<file path="src/pkg/afesr_pkg.sv">
// Shared constants and types for the front-end access and sync routing block
`default_nettype none
package afesr_pkg;
	// ----------------------------------------------------------------
	// Register byte offsets
	// ----------------------------------------------------------------
	localparam logic [3:0] ADR_PORT_CTRL = 4'h0;
	localparam logic [3:0] ADR_PORT_DATA = 4'h4;
	localparam logic [3:0] ADR_SYNC_CTRL = 4'h8;
	// ----------------------------------------------------------------
	// Field positions
	// ----------------------------------------------------------------
	localparam int CTRL_DIR_BIT = 8;
	localparam int CTRL_START_BIT = 9;
	localparam int DATA_BUSY_BIT = 8;
	localparam int DATA_ERR_BIT = 9;
	localparam int DATA_CLR_BIT = 10;
	localparam int SYNC_LIVE_BIT = 0;
	localparam int SYNC_FIRST_BIT = 1;
	localparam int SYNC_WEN_BIT = 2;
	localparam int SYNC_HD_BIT = 4;
	localparam int SYNC_VD_BIT = 5;
	localparam int SYNC_SWAP_BIT = 6;
	localparam int SYNC_INV_BIT = 7;
	localparam int SYNC_SOE_LO = 8;
	localparam int SYNC_IV_BIT = 10;
	localparam int SYNC_FEN_LO = 11;
	localparam int SYNC_HSEL_LO = 14;
	localparam int SYNC_VSEL_LO = 17;
	localparam int SYNC_GEN_BIT = 20;
	localparam int SYNC_MSG_LO = 22;
	// ----------------------------------------------------------------
	// Source codes and reset values
	// ----------------------------------------------------------------
	localparam logic [2:0] SRC_OWN_GEN = 3'h1;
	localparam logic [2:0] SRC_MASTER_GEN = 3'h2;
	localparam logic [2:0] SRC_CAM_LINE = 3'h3;
	localparam logic [2:0] SRC_FRONTEND = 3'h4;
	localparam logic [2:0] FEN_FROM_AFE_VD = 3'h0;
	localparam logic [2:0] FEN_FROM_WEN = 3'h1;
	localparam logic [2:0] RST_SEL = 3'h0;
	localparam logic [7:0] RST_BYTE = 8'h00;
	localparam logic [1:0] RST_PAIR = 2'h0;
	// ----------------------------------------------------------------
	// Timing
	// ----------------------------------------------------------------
	localparam int CLK_PERIOD_NS = 50;
	localparam int AFE_TIMEOUT_NS = 10000;
	localparam int AFE_TIMEOUT_CYC = AFE_TIMEOUT_NS / CLK_PERIOD_NS;
	localparam int TO_W = 8;
	localparam logic [TO_W-1:0] TO_LAST = TO_W'(AFE_TIMEOUT_CYC - 1);
	// Access engine states, one-hot
	typedef enum logic [2:0] {
		ENG_IDLE = 3'b001,
		ENG_WAIT = 3'b010,
		ENG_RELEASE = 3'b100
	} afesr_eng_t;
endpackage
`default_nettype wire

</file>
<file path="src/pkg/afesr_port_if.sv">
// Control bundle between the register bank and the front-end access engine
`default_nettype none
interface afesr_port_if;
	logic start;
	logic clear;
	logic we;
	logic [7:0] addr;
	logic [7:0] wdata;
	logic busy;
	logic err;
	logic rd_done;
	logic [7:0] rdata;
	modport ctrl (output start, clear, we, addr, wdata, input busy, err, rd_done, rdata);
	modport eng (input start, clear, we, addr, wdata, output busy, err, rd_done, rdata);
endinterface
`default_nettype wire

</file>
<file path="src/hdl/afesr_afe_engine.sv">
// Front-end register access engine: request/acknowledge handshake with timeout
`default_nettype none
module afesr_afe_engine (
	// Clock and reset
	input wire logic clk,
	input wire logic rst,
	// Register bank side
	afesr_port_if.eng port,
	// Front-end pins, inputs already synchronised
	output logic afe_req,
	output logic afe_we,
	output logic [7:0] afe_addr,
	output logic [7:0] afe_wdata,
	input wire logic [7:0] afe_rdata,
	input wire logic afe_ack,
	input wire logic afe_err
);
	afesr_pkg::afesr_eng_t state_r;
	logic [afesr_pkg::TO_W-1:0] cnt_r;
	logic err_r;
	logic rd_done_r;
	logic [7:0] rdata_r;
	logic err_evt;

	assign port.busy = (state_r != afesr_pkg::ENG_IDLE);
	assign port.err = err_r;
	assign port.rd_done = rd_done_r;
	assign port.rdata = rdata_r;

	// Failed answer or timeout seen in this cycle, in either phase
	assign err_evt = (state_r == afesr_pkg::ENG_WAIT && afe_ack && afe_err)
		|| (state_r == afesr_pkg::ENG_WAIT && !afe_ack && cnt_r == afesr_pkg::TO_LAST)
		|| (state_r == afesr_pkg::ENG_RELEASE && afe_ack && cnt_r == afesr_pkg::TO_LAST);

	// Handshake sequencer; a stuck front end ends in error, never a hang
	always_ff @(posedge clk) begin
		rd_done_r <= 1'b0;
		if (rst || port.clear) begin
			state_r <= afesr_pkg::ENG_IDLE;
			afe_req <= 1'b0;
			// A failure landing with the clear still shows: the set wins
			err_r <= !rst && err_evt;
		end else begin
			case (state_r)
				afesr_pkg::ENG_IDLE: begin
					if (port.start) begin
						afe_addr <= port.addr;
						afe_we <= port.we;
						afe_wdata <= port.wdata;
						afe_req <= 1'b1;
						err_r <= 1'b0;
						state_r <= afesr_pkg::ENG_WAIT;
					end
				end
				afesr_pkg::ENG_WAIT: begin
					if (afe_ack) begin
						rdata_r <= afe_rdata;
						err_r <= afe_err;
						rd_done_r <= !afe_we && !afe_err;
						afe_req <= 1'b0;
						state_r <= afesr_pkg::ENG_RELEASE;
					end else if (cnt_r == afesr_pkg::TO_LAST) begin
						err_r <= 1'b1;
						afe_req <= 1'b0;
						state_r <= afesr_pkg::ENG_IDLE;
					end
				end
				afesr_pkg::ENG_RELEASE: begin
					if (!afe_ack) begin
						state_r <= afesr_pkg::ENG_IDLE;
					end else if (cnt_r == afesr_pkg::TO_LAST) begin
						err_r <= 1'b1;
						state_r <= afesr_pkg::ENG_IDLE;
					end
				end
				default: begin
					state_r <= afesr_pkg::ENG_IDLE;
					afe_req <= 1'b0;
				end
			endcase
		end
	end

	// Timeout counter restarts on every phase change
	always_ff @(posedge clk) begin
		if (rst || state_r == afesr_pkg::ENG_IDLE || (state_r == afesr_pkg::ENG_WAIT && afe_ack)) begin
			cnt_r <= '0;
		end else begin
			cnt_r <= cnt_r + 1'b1;
		end
	end
endmodule
`default_nettype wire

</file>
<file path="src/hdl/afesr_sync_route.sv">
// One sync output pin with a selectable source, registered
`default_nettype none
module afesr_sync_route (
	// Clock and reset
	input wire logic clk,
	input wire logic rst,
	// Source select and candidates
	input wire logic [2:0] sel,
	input wire logic own_gen,
	input wire logic master_gen,
	input wire logic cam_line,
	input wire logic frontend,
	// Pin drive
	output logic pin_o,
	output logic pin_oe
);
	// Undefined and reserved codes leave the pin undriven
	always_ff @(posedge clk) begin
		if (rst) begin
			pin_o <= 1'b0;
			pin_oe <= 1'b0;
		end else begin
			case (sel)
				afesr_pkg::SRC_OWN_GEN: begin
					pin_o <= own_gen;
					pin_oe <= 1'b1;
				end
				afesr_pkg::SRC_MASTER_GEN: begin
					pin_o <= master_gen;
					pin_oe <= 1'b1;
				end
				afesr_pkg::SRC_CAM_LINE: begin
					pin_o <= cam_line;
					pin_oe <= 1'b1;
				end
				afesr_pkg::SRC_FRONTEND: begin
					pin_o <= frontend;
					pin_oe <= 1'b1;
				end
				default: begin
					pin_o <= 1'b0;
					pin_oe <= 1'b0;
				end
			endcase
		end
	end
endmodule
`default_nettype wire

</file>
<file path="src/hdl/afesr_top.sv">
// Register bank for front-end access, field control and sync routing
//
// Added by the designer: the placing of the registers and the Wishbone interface to the registers.
`default_nettype none
// Overview of operation
// - Port address byte is the front-end register address of each access.
// - Direction bit 0 means read, 1 means write.
// - Writing 1 to the start bit launches one access of that direction.
// - The data byte goes to the front end on a write access.
// - A completed read places the returned byte in the data field.
// - Busy reads 1 during an access; software leaves fields alone meanwhile.
// - Error flag shows that the latest access ended badly.
// - Writing 1 to the clear bit returns the access engine to idle.
// - Bit 0 shows the live field index.
// - Bit 1 keeps the field index seen at the first captured field.
// - Bit 2 shows the live write-enable input level.
// - Bits 4 and 5 show the live horizontal and vertical sync pins.
// - Swap bit exchanges odd and even fields.
// - Invert bit flips the incoming field index polarity.
// - Start-field value 0 starts on odd field, 1 on even.
// - Interlaced bit tells acquisition that video is interlaced.
// - Frame enable comes from front-end vertical sync or write-enable input.
// - Horizontal sync output takes own, master, camera line 3 or front end.
// - Vertical sync output likewise, camera line 4 in place of line 3.
// - Generator choice bit selects standard or custom generator.
// - Two message bits steer nothing and are visible to other grabbers.
module afesr_top (
	// Clock and reset
	input wire logic CLK,
	input wire logic SYS_RST,
	// Wishbone slave
	input wire logic WB_CYC_I,
	input wire logic WB_STB_I,
	input wire logic WB_WE_I,
	input wire logic [3:0] WB_ADR_I,
	input wire logic [3:0] WB_SEL_I,
	input wire logic [31:0] WB_DAT_I,
	output logic [31:0] WB_DAT_O,
	output logic WB_ACK_O,
	// Front-end chip handshake
	output logic AFE_REQ,
	output logic AFE_WE,
	output logic [7:0] AFE_ADDR,
	output logic [7:0] AFE_WDATA,
	input wire logic [7:0] AFE_RDATA,
	input wire logic AFE_ACK,
	input wire logic AFE_ERR,
	input wire logic AFE_HD,
	input wire logic AFE_VD,
	// Camera side pins
	input wire logic FIELD_IDX,
	input wire logic WEN,
	input wire logic CAM_LINE_3,
	input wire logic CAM_LINE_4,
	input wire logic HD_I,
	output logic HD_O,
	output logic HD_OE,
	input wire logic VD_I,
	output logic VD_O,
	output logic VD_OE,
	// On-chip generators and acquisition engine
	input wire logic OWN_GEN_HD,
	input wire logic OWN_GEN_VD,
	input wire logic MASTER_GEN_HD,
	input wire logic MASTER_GEN_VD,
	input wire logic ACQ_FIRST_FIELD,
	input wire logic [1:0] PEER_MSG,
	// Acquisition controls
	output logic FRAME_EN,
	output logic FIELD_OUT,
	output logic START_FIELD_OK,
	output logic INTERLACED,
	output logic GEN_CUSTOM,
	output logic [1:0] MSG_OUT
);
	afesr_port_if port ();

	// ----------------------------------------------------------------
	// Pin synchronisers
	// ----------------------------------------------------------------
	localparam int PIN_W = 18;
	logic [PIN_W-1:0] pin_raw;
	logic [PIN_W-1:0] pin_m_r;
	logic [PIN_W-1:0] pin_s_r;
	logic [7:0] afe_rdata_s;
	logic afe_ack_s;
	logic afe_err_s;
	logic fi_s;
	logic wen_s;
	logic hd_s;
	logic vd_s;
	logic afe_hd_s;
	logic afe_vd_s;
	logic cam3_s;
	logic cam4_s;

	assign pin_raw = {AFE_RDATA, AFE_ACK, AFE_ERR, FIELD_IDX, WEN, HD_I, VD_I,
		AFE_HD, AFE_VD, CAM_LINE_3, CAM_LINE_4};
	assign {afe_rdata_s, afe_ack_s, afe_err_s, fi_s, wen_s, hd_s, vd_s,
		afe_hd_s, afe_vd_s, cam3_s, cam4_s} = pin_s_r;

	// Two stages; only the second is read by any logic
	always_ff @(posedge CLK) begin
		if (SYS_RST) begin
			pin_m_r <= '0;
			pin_s_r <= '0;
		end else begin
			pin_m_r <= pin_raw;
			pin_s_r <= pin_m_r;
		end
	end

	// ----------------------------------------------------------------
	// Wishbone access decode
	// ----------------------------------------------------------------
	logic acc;
	logic wr;
	logic wr_ctrl;
	logic wr_data;
	logic wr_sync;

	assign acc = WB_CYC_I && WB_STB_I;
	// Writes land on the edge where the master samples ack
	assign wr = acc && WB_ACK_O && WB_WE_I;
	assign wr_ctrl = wr && (WB_ADR_I == afesr_pkg::ADR_PORT_CTRL);
	assign wr_data = wr && (WB_ADR_I == afesr_pkg::ADR_PORT_DATA);
	assign wr_sync = wr && (WB_ADR_I == afesr_pkg::ADR_SYNC_CTRL);

	// Ack one cycle after the request, dropped the cycle after
	always_ff @(posedge CLK) begin
		if (SYS_RST) begin
			WB_ACK_O <= 1'b0;
		end else begin
			WB_ACK_O <= acc && !WB_ACK_O;
		end
	end

	// ----------------------------------------------------------------
	// Front-end port registers
	// ----------------------------------------------------------------
	logic [7:0] addr_r;
	logic dir_r;
	logic [7:0] data_r;
	logic start_r;
	logic clear_r;

	assign port.addr = addr_r;
	assign port.we = dir_r;
	assign port.wdata = data_r;
	assign port.start = start_r;
	assign port.clear = clear_r;

	// Address and direction; frozen while busy so an access sees stable values
	always_ff @(posedge CLK) begin
		if (SYS_RST) begin
			addr_r <= afesr_pkg::RST_BYTE;
			dir_r <= 1'b0;
		end else if (wr_ctrl && !port.busy) begin
			if (WB_SEL_I[0]) begin
				addr_r <= WB_DAT_I[7:0];
			end
			if (WB_SEL_I[1]) begin
				dir_r <= WB_DAT_I[afesr_pkg::CTRL_DIR_BIT];
			end
		end
	end

	// Data byte: software write, or the byte of a finished read
	always_ff @(posedge CLK) begin
		if (SYS_RST) begin
			data_r <= afesr_pkg::RST_BYTE;
		end else if (port.rd_done) begin
			data_r <= port.rdata;
		end else if (wr_data && WB_SEL_I[0] && !port.busy) begin
			data_r <= WB_DAT_I[7:0];
		end
	end

	// Write-only strobes; a start while busy is dropped here
	always_ff @(posedge CLK) begin
		if (SYS_RST) begin
			start_r <= 1'b0;
			clear_r <= 1'b0;
		end else begin
			start_r <= wr_ctrl && WB_SEL_I[1] && WB_DAT_I[afesr_pkg::CTRL_START_BIT]
				&& !port.busy && !start_r;
			clear_r <= wr_data && WB_SEL_I[1] && WB_DAT_I[afesr_pkg::DATA_CLR_BIT];
		end
	end

	afesr_afe_engine u_engine (
		.clk(CLK),
		.rst(SYS_RST),
		.port(port.eng),
		.afe_req(AFE_REQ),
		.afe_we(AFE_WE),
		.afe_addr(AFE_ADDR),
		.afe_wdata(AFE_WDATA),
		.afe_rdata(afe_rdata_s),
		.afe_ack(afe_ack_s),
		.afe_err(afe_err_s)
	);

	// ----------------------------------------------------------------
	// Sync and field control register
	// ----------------------------------------------------------------
	logic swap_r;
	logic inv_r;
	logic [1:0] soe_r;
	logic iv_r;
	logic [2:0] frame_enable_source_r;
	logic [2:0] hsel_r;
	logic [2:0] vsel_r;
	logic gen_r;
	logic [1:0] msg_r;
	logic first_r;
	logic parity_live;

	assign parity_live = fi_s ^ inv_r;

	// Writable fields, per byte lane
	always_ff @(posedge CLK) begin
		if (SYS_RST) begin
			swap_r <= 1'b0;
			inv_r <= 1'b0;
			soe_r <= afesr_pkg::RST_PAIR;
			iv_r <= 1'b0;
			frame_enable_source_r <= afesr_pkg::RST_SEL;
			hsel_r <= afesr_pkg::RST_SEL;
			vsel_r <= afesr_pkg::RST_SEL;
			gen_r <= 1'b0;
			msg_r <= afesr_pkg::RST_PAIR;
		end else if (wr_sync) begin
			if (WB_SEL_I[0]) begin
				swap_r <= WB_DAT_I[afesr_pkg::SYNC_SWAP_BIT];
				inv_r <= WB_DAT_I[afesr_pkg::SYNC_INV_BIT];
			end
			if (WB_SEL_I[1]) begin
				soe_r <= WB_DAT_I[afesr_pkg::SYNC_SOE_LO +: 2];
				iv_r <= WB_DAT_I[afesr_pkg::SYNC_IV_BIT];
				frame_enable_source_r <= WB_DAT_I[afesr_pkg::SYNC_FEN_LO +: 3];
				hsel_r[1:0] <= WB_DAT_I[afesr_pkg::SYNC_HSEL_LO +: 2];
			end
			if (WB_SEL_I[2]) begin
				hsel_r[2] <= WB_DAT_I[afesr_pkg::SYNC_HSEL_LO + 2];
				vsel_r <= WB_DAT_I[afesr_pkg::SYNC_VSEL_LO +: 3];
				gen_r <= WB_DAT_I[afesr_pkg::SYNC_GEN_BIT];
				msg_r <= WB_DAT_I[afesr_pkg::SYNC_MSG_LO +: 2];
			end
		end
	end

	// First-field index; the capture event wins over a software write
	always_ff @(posedge CLK) begin
		if (SYS_RST) begin
			first_r <= 1'b0;
		end else if (ACQ_FIRST_FIELD) begin
			first_r <= parity_live;
		end else if (wr_sync && WB_SEL_I[0]) begin
			first_r <= WB_DAT_I[afesr_pkg::SYNC_FIRST_BIT];
		end
	end

	// ----------------------------------------------------------------
	// Acquisition outputs
	// ----------------------------------------------------------------
	// Reserved frame-enable codes hold the frame disabled
	always_ff @(posedge CLK) begin
		if (SYS_RST) begin
			FRAME_EN <= 1'b0;
		end else begin
			case (frame_enable_source_r)
				afesr_pkg::FEN_FROM_AFE_VD: FRAME_EN <= afe_vd_s;
				afesr_pkg::FEN_FROM_WEN: FRAME_EN <= wen_s;
				default: FRAME_EN <= 1'b0;
			endcase
		end
	end

	// Field seen by acquisition: low means odd after invert and swap
	always_ff @(posedge CLK) begin
		if (SYS_RST) begin
			FIELD_OUT <= 1'b0;
			START_FIELD_OK <= 1'b0;
		end else begin
			FIELD_OUT <= parity_live ^ swap_r;
			START_FIELD_OK <= !iv_r || ((parity_live ^ swap_r) == soe_r[0]);
		end
	end

	// Mirrors of plain control bits
	always_ff @(posedge CLK) begin
		if (SYS_RST) begin
			INTERLACED <= 1'b0;
			GEN_CUSTOM <= 1'b0;
			MSG_OUT <= afesr_pkg::RST_PAIR;
		end else begin
			INTERLACED <= iv_r;
			GEN_CUSTOM <= gen_r;
			MSG_OUT <= msg_r;
		end
	end

	// Sync output pins, one router each
	afesr_sync_route u_hd_route (
		.clk(CLK),
		.rst(SYS_RST),
		.sel(hsel_r),
		.own_gen(OWN_GEN_HD),
		.master_gen(MASTER_GEN_HD),
		.cam_line(cam3_s),
		.frontend(afe_hd_s),
		.pin_o(HD_O),
		.pin_oe(HD_OE)
	);

	afesr_sync_route u_vd_route (
		.clk(CLK),
		.rst(SYS_RST),
		.sel(vsel_r),
		.own_gen(OWN_GEN_VD),
		.master_gen(MASTER_GEN_VD),
		.cam_line(cam4_s),
		.frontend(afe_vd_s),
		.pin_o(VD_O),
		.pin_oe(VD_OE)
	);

	// ----------------------------------------------------------------
	// Read mux
	// ----------------------------------------------------------------
	logic [31:0] rd_word;

	// Write-only and reserved bits read zero
	always_comb begin
		rd_word = '0;
		case (WB_ADR_I)
			afesr_pkg::ADR_PORT_CTRL: begin
				rd_word[7:0] = addr_r;
				rd_word[afesr_pkg::CTRL_DIR_BIT] = dir_r;
			end
			afesr_pkg::ADR_PORT_DATA: begin
				rd_word[7:0] = data_r;
				rd_word[afesr_pkg::DATA_BUSY_BIT] = port.busy;
				rd_word[afesr_pkg::DATA_ERR_BIT] = port.err;
			end
			afesr_pkg::ADR_SYNC_CTRL: begin
				rd_word[afesr_pkg::SYNC_LIVE_BIT] = parity_live;
				rd_word[afesr_pkg::SYNC_FIRST_BIT] = first_r;
				rd_word[afesr_pkg::SYNC_WEN_BIT] = wen_s;
				rd_word[afesr_pkg::SYNC_HD_BIT] = hd_s;
				rd_word[afesr_pkg::SYNC_VD_BIT] = vd_s;
				rd_word[afesr_pkg::SYNC_SWAP_BIT] = swap_r;
				rd_word[afesr_pkg::SYNC_INV_BIT] = inv_r;
				rd_word[afesr_pkg::SYNC_SOE_LO +: 2] = soe_r;
				rd_word[afesr_pkg::SYNC_IV_BIT] = iv_r;
				rd_word[afesr_pkg::SYNC_FEN_LO +: 3] = frame_enable_source_r;
				rd_word[afesr_pkg::SYNC_HSEL_LO +: 3] = hsel_r;
				rd_word[afesr_pkg::SYNC_VSEL_LO +: 3] = vsel_r;
				rd_word[afesr_pkg::SYNC_GEN_BIT] = gen_r;
				rd_word[afesr_pkg::SYNC_MSG_LO +: 2] = msg_r | PEER_MSG;
			end
			default: rd_word = '0;
		endcase
	end

	// Read data sampled on the request edge, stands with ack
	always_ff @(posedge CLK) begin
		if (SYS_RST) begin
			WB_DAT_O <= '0;
		end else if (acc && !WB_ACK_O) begin
			WB_DAT_O <= rd_word;
		end
	end
endmodule
`default_nettype wire

</file>
<file path="config.mk">
export PLATFORM = sky130hd
export DESIGN_NAME = afesr_top
export DESIGN_NICKNAME = d
export VERILOG_FILES = /design/src/pkg/afesr_pkg.sv /design/src/pkg/afesr_port_if.sv /design/src/hdl/afesr_afe_engine.sv /design/src/hdl/afesr_sync_route.sv /design/src/hdl/afesr_top.sv
export SDC_FILE = /design/constraint.sdc
export NUM_CORES = 1
export LEC_CHECK = 0
export BUFFER_PORTS_ARGS = -buffer_cell sky130_fd_sc_hd__buf_2
export CAP_MARGIN = 20
export CORE_ASPECT_RATIO = 0.9
export CORE_UTILIZATION = 35
export DETAILED_ROUTE_END_ITERATION = 6
export GPL_TIMING_DRIVEN = 0
export PLACE_DENSITY = 0.55
export SKIP_CTS_REPAIR_TIMING = 1
export SYNTH_ARGS = -nofsm -noshare
export SYNTH_HDL_FRONTEND = slang
export SYNTH_SLANG_ARGS = --single-unit
</file>
<file path="constraint.sdc">
create_clock -name CLK -period 2.9 [get_ports CLK]
set_clock_uncertainty 0.1 [all_clocks]
set_input_delay 0.58 -clock CLK [delete_from_list [all_inputs] [get_ports CLK]]
set_output_delay 0.58 -clock CLK [all_outputs]
set_load 0.01 [all_outputs]
</file>
# --- After elaboration in Yosys (flattened, before gate mapping) ---
# Cells that the tools add are included.
word_totals:
  in_bits: 70
  elab_cells: 154
  regBits: 147
op_classes:
  n_mux: 30
  addsub: 1
  bitwise_logic: 7
  reduce_logical: 56
  eq_ne: 21
ops:
  columns: ["operator", "n"]
  rows:
  - ["$logic_and A1 B1 Y1", 25]
  - ["$pmux W3 S3", 2]
  - ["$mux W8", 2]
  - ["$eq A3 B2 Y1 const B", 5]
  - ["$pmux W5 S3", 1]
  - ["$eq A3 B1 Y1 const B", 4]
  - ["$mux W1", 12]
  - ["$mux W3", 4]
  - ["$reduce_and A3 Y1", 4]
  - ["$mux W11", 1]
  - ["$reduce_and A2 Y1", 5]
  - ["$eq A3 B3 Y1 const B", 3]
  - ["$add A8 B1 Y8 const B", 1]
  - ["$eq A8 B8 Y1 const B", 1]
  - ["$logic_not A1 Y1", 8]
  - ["$pmux W1 S4", 2]
  - ["$reduce_or A4 Y1", 2]
  - ["$logic_or A1 B1 Y1", 6]
  - ["$ne A3 B3 Y1 const B", 2]
  - ["$pmux W1 S2", 3]
  - ["$pmux W1 S3", 2]
  - ["$eq A4 B3 Y1 const B", 1]
  - ["$eq A4 B4 Y1 const B", 1]
  - ["$logic_not A4 Y1", 1]
  - ["12 further kinds", 17]

# --- Logic depth before layout (Yosys ltp) ---
logic_depth:
  depth_word: 8
  depth_mapped: 6

# --- Modules after synthesis ---
# A second synthesis with hierarchy kept.
hier_totals:
  cells_unflattened: 528
  area_unflattened_um2: 5836.8
modules_own_cells:
  columns: ["module", "seq_area_each_um2", "cells_each", "n_inst", "area_each_um2"]
  rows:
  - ["afesr_top", 2082.0, 401, 1, 4119.0]
  - ["afesr_afe_engine", 1041.0, 105, 1, 1502.7]
  - ["afesr_sync_route", 40.0, 11, 2, 107.6]

# --- Least setup slack after synthesis ---
# OpenSTA, ideal clock, no wires.
synth_timing:
  path_type: "input-to-reg"
  from: "input SYS_RST"
  to: "register u_engine.rdata_r[0] (netlist: u_engine.port.rdata[0]) (enable)"
  arrival_time_ns: 1.734
  stages: 2
  setup_ns: 0.397
  slack_ns: 0.669
  t_required_ns: 2.403
  path_cell_list: "clkbuf_1 -> nor4_1"
synth_via:
  elab_chain_len: 3
synth_rtl:
  columns: ["item", "line_no", "rtl"]
  rows:
  - ["start, declared", "afesr_top.sv:30", "input wire logic SYS_RST,"]
  - ["$logic_or A1 B1 Y1", "afesr_afe_engine.sv:38", "if (rst || port.clear) begin"]
  - ["$not A1 Y1 (no line)", null, null]
  - ["$reduce_and A3 Y1 (no line)", null, null]
  - ["end signal, assigned", "afesr_afe_engine.sv:57", "rdata_r <= afe_rdata;"]
  - ["end, declared", "afesr_afe_engine.sv:22", "logic [7:0] rdata_r;"]
# No other way between the ends.
# A chain may end at the register's enable or synchronous reset.

# --- Worst setup path after layout ---
layout_timing:
  from: "register u_engine.state_r[0]"
  to: "register u_engine.afe_addr[2] (enable)"
layout_via:
  elab_chain_len: 2
layout_rtl:
  columns: ["item", "line_no", "rtl"]
  rows:
  - ["start, declared", "afesr_afe_engine.sv:18", "afesr_pkg::afesr_eng_t state_r;"]
  - ["start signal, assigned", "afesr_afe_engine.sv:39", "state_r <= afesr_pkg::ENG_IDLE;"]
  - ["start signal, assigned", "afesr_afe_engine.sv:52", "state_r <= afesr_pkg::ENG_WAIT;"]
  - ["start signal, assigned", "afesr_afe_engine.sv:61", "state_r <= afesr_pkg::ENG_RELEASE;"]
  - ["$eq A3 B1 Y1", "afesr_afe_engine.sv:44", "case (state_r)"]
  - ["$reduce_and A3 Y1 (no line)", null, null]
  - ["end signal, assigned", "afesr_afe_engine.sv:47", "afe_addr <= port.addr;"]
  - ["end, declared", "afesr_afe_engine.sv:12", "output logic [7:0] afe_addr,"]
# No other way between the ends.

==> flow_metrics.py <==
metrics = {
    "outcome": {
        "status": "complete, no violations",
    },
    "setup_path": {
        "r2r_slack_ns": 0.70,
        "rr_endpoint": "u_engine.afe_addr[2]",
        "arrival_ns": 2.14,
        "cp-startpoint": "u_engine.state_r[0]",
        "cp_max_fo": 18,
        "crit_path_max_incr_delay_ns": 0.81,
        "critPathSlowestCell": "and3_1",
        "critPathTopFamily": "simple AND/OR/NAND/NOR gates",
        "path_cells": "nor3b_4 -> and3_1",
        "crit_buf_inv": 0,
        "r2r_start": "u_engine.state_r[0]",
        "worstSetupPathType": "register to register",
        "endpoint": "u_engine.afe_addr[2]",
        "cp-start-kind": "register",
        "reg2reg_depth": 2,
        "endpoint_kind": "register",
        "cp.required_ns": 2.84,
        "path_depth": 2,
    },
    "timing": {
        "fin_crit_sh_pct": 75.8,
        "finalSetupTns_ns": 0,
        "finalHoldViolCount": 0,
        "slew-limit-headroom_pct": 38.5,
        "fmax_mhz": 455,
        "timing.hold.ws_ns": 0.268,
        "final.setup.worst_slack_ns": 0.700,
        "rsz0062_at_grt": "false",
        "final_max_slew_viol_count": 0,
        "setup_violations": 0,
        "fin_crit_ns": 2.20,
        "worstMarginPinSlew_ns": 0.915,
    },
    "clock_network": {
        "clock-sinks": 147,
        "clock_latency_ns": 0.42,
        "clk_path_buf_depth": 2,
        "cts-root-buf": "clkbuf_16",
        "numCtsBuffers": 17,
        "cts_tree": "done",
        "path_clk_slew_ns": 0.06,
        "cts_max_level": 4,
    },
    "logic_synthesis": {
        "syn_area_per_cell_sq_um": 11.2,
        "ys_seq_area_share_pct": 59.9,
        "synth_edf_count": 26,
        "syn-instance-count": 476,
        "ys.flop_type": "dfxtp_1",
        "synthArstFlopShare_pct": 0,
        "yosys_warnings": 0,
        "synth_cell_types": 50,
        "synth-seq-cells": 147,
        "syn_area_sq_um": 5350,
    },
    "cells_and_area": {
        "utilization_pct": 45.8,
        "final_area_sq_um": 6780,
        "mostFrequentLayoutCell": "dfxtp_1",
        "instances_no_fill": 826,
        "syn_to_final_growth_pct": 26.8,
        "fin_nets": 686,
        "final_cell_mix": "dfxtp_1 (121), buf_2 (115), nor2_1 (63)",
        "diodes": 0,
        "drive_gt1_share_pct": 28.0,
    },
    "floorplan": {
        "ioPinCount": 132,
        "start_util_pct": 36.1,
        "fp.coreArea_sq_um": 14800,
        "chipWidth_microns": 132,
        "fp.dieArea_sq_um": 15800,
        "die_h_microns": 119,
        "core.rowCount": 42,
    },
    "placement": {
        "post_dp_cell_area_sq_um": 6190,
        "hpwl_microns": 9640,
        "dp_cells": 794,
        "pre_cts_ws_ns": 0.335,
        "numPortBuffers": 112,
        "gp_congestion": 0.827,
    },
    "hold_path": {
        "min_path_cells": 2,
        "holdCritPathClass": "primary input to register",
    },
    "route": {
        "routed_wl_microns": 13100,
        "dr.pass1.iters": 5,
        "vias_per_cell": 4.78,
        "first_iter_violations": 204,
        "ant_nets": 0,
        "wl_per_cell_microns": 15.9,
        "num_vias": 3952,
        "drc": 0,
    },
    "global_routing": {
        "grt_max_degree": 19,
        "grt_overflow": 0,
        "grt_antenna_before_repair": 0,
        "grt_pass1_vias": 3667,
        "gr-usage-all-layers_pct": 17.1,
        "grt_pass1_wl_microns": 19900,
    },
    "power": {
        "total_power_mw": 4.38,
        "vdd_drop_max_uv": 457,
        "p_leak_nw": 3.00,
        "power.density_nw_per_um2": 646,
    },
    "run": {
        "cap_viol_max_count": 0,
    },
}
registers in the layout (all words and copies together) (netlist names), 8 cells and up:
signal,count
u_engine.afe_addr,8
u_engine.cnt_r,8
pin_m_r,18
u_engine.afe_wdata,8
WB_DAT_O,23
pin_s_r,18
addr_r,8
u_engine.port.rdata,8
data_r,8
metal layers:
layer  track usage [%]  vias up  routed length [microns]
li1                  -     1939                        -
met1              23.3     1875                     6380
met2              25.5      125                     5850
met3              4.30       13                      684
met4              7.97        0                      227
met5                 0        -                        0
final cells by class:
class	count	area (sq um)
clock inverters	6	40.0
fillers	1446	8040
clock buffers	26	551
flip-flops and latches	147	3200
multi-input cells	295	1980
well taps	198	248
plain buffers	31	158
repair buffers	112	561
inverters	11	41.3
worst min path at each step:
| stage | startpoint | endpoint | slack (ns) |
|---|---|---|---|
| finish | AFE_HD | pin_m_r[3] | 0.27 |
| CTS | AFE_HD | pin_m_r[3] | 0.25 |
| global placement | pin_s_r[11] | u_engine.port.rdata[1] | 0.29 |
| floorplan | pin_s_r[10] | u_engine.port.rdata[0] | 0.29 |
| global route | AFE_HD | pin_m_r[3] | 0.26 |
| detailed placement | pin_s_r[10] | u_engine.port.rdata[0] | 0.29 |
worst reg2reg max path, delay by kind of cell (launching register included):
family | cells | cell delay, ns
AND/OR/NAND/NOR | 2 | 1.27
flip-flops | 1 | 0.45
Yosys cell counts, drive strengths merged (11+ instances only):
library cell | count | area (sq um)
dfxtp | 121 | 2420
nor2 | 63 | 236
nor2b | 42 | 263
mux2i | 30 | 300
edfxtp | 26 | 781
nor3 | 18 | 95.1
clkbuf | 16 | 60.1
buf | 15 | 97.6
a21oi | 14 | 70.1
a22oi | 11 | 82.6
inv | 11 | 41.3
nand3 | 11 | 60.1
cells by family after synthesis:
family | Yosys count | share of synthesized area [%]
simple gates | 178 | 18.4
flops | 147 | 59.9
xor+xnor | 11 | 1.80
other cells | 1 | 0.0702
buf+inv | 42 | 3.72
mux | 32 | 6.04
fa+ha+maj | 1 | 0.234
compound gates | 64 | 9.86
where the power goes:
group | total (mW) | switching (mW) | leakage, nW | internal, mW
combinational | 0.157 | 0.0918 | 1.45 | 0.0654
sequential | 2.11 | 0.0116 | 1.25 | 2.10
clock | 2.11 | 0.803 | 0.290 | 1.30
total | 4.38 | 0.907 | 3.00 | 3.47
No activity file was read; power rests on OpenSTA's default activity.
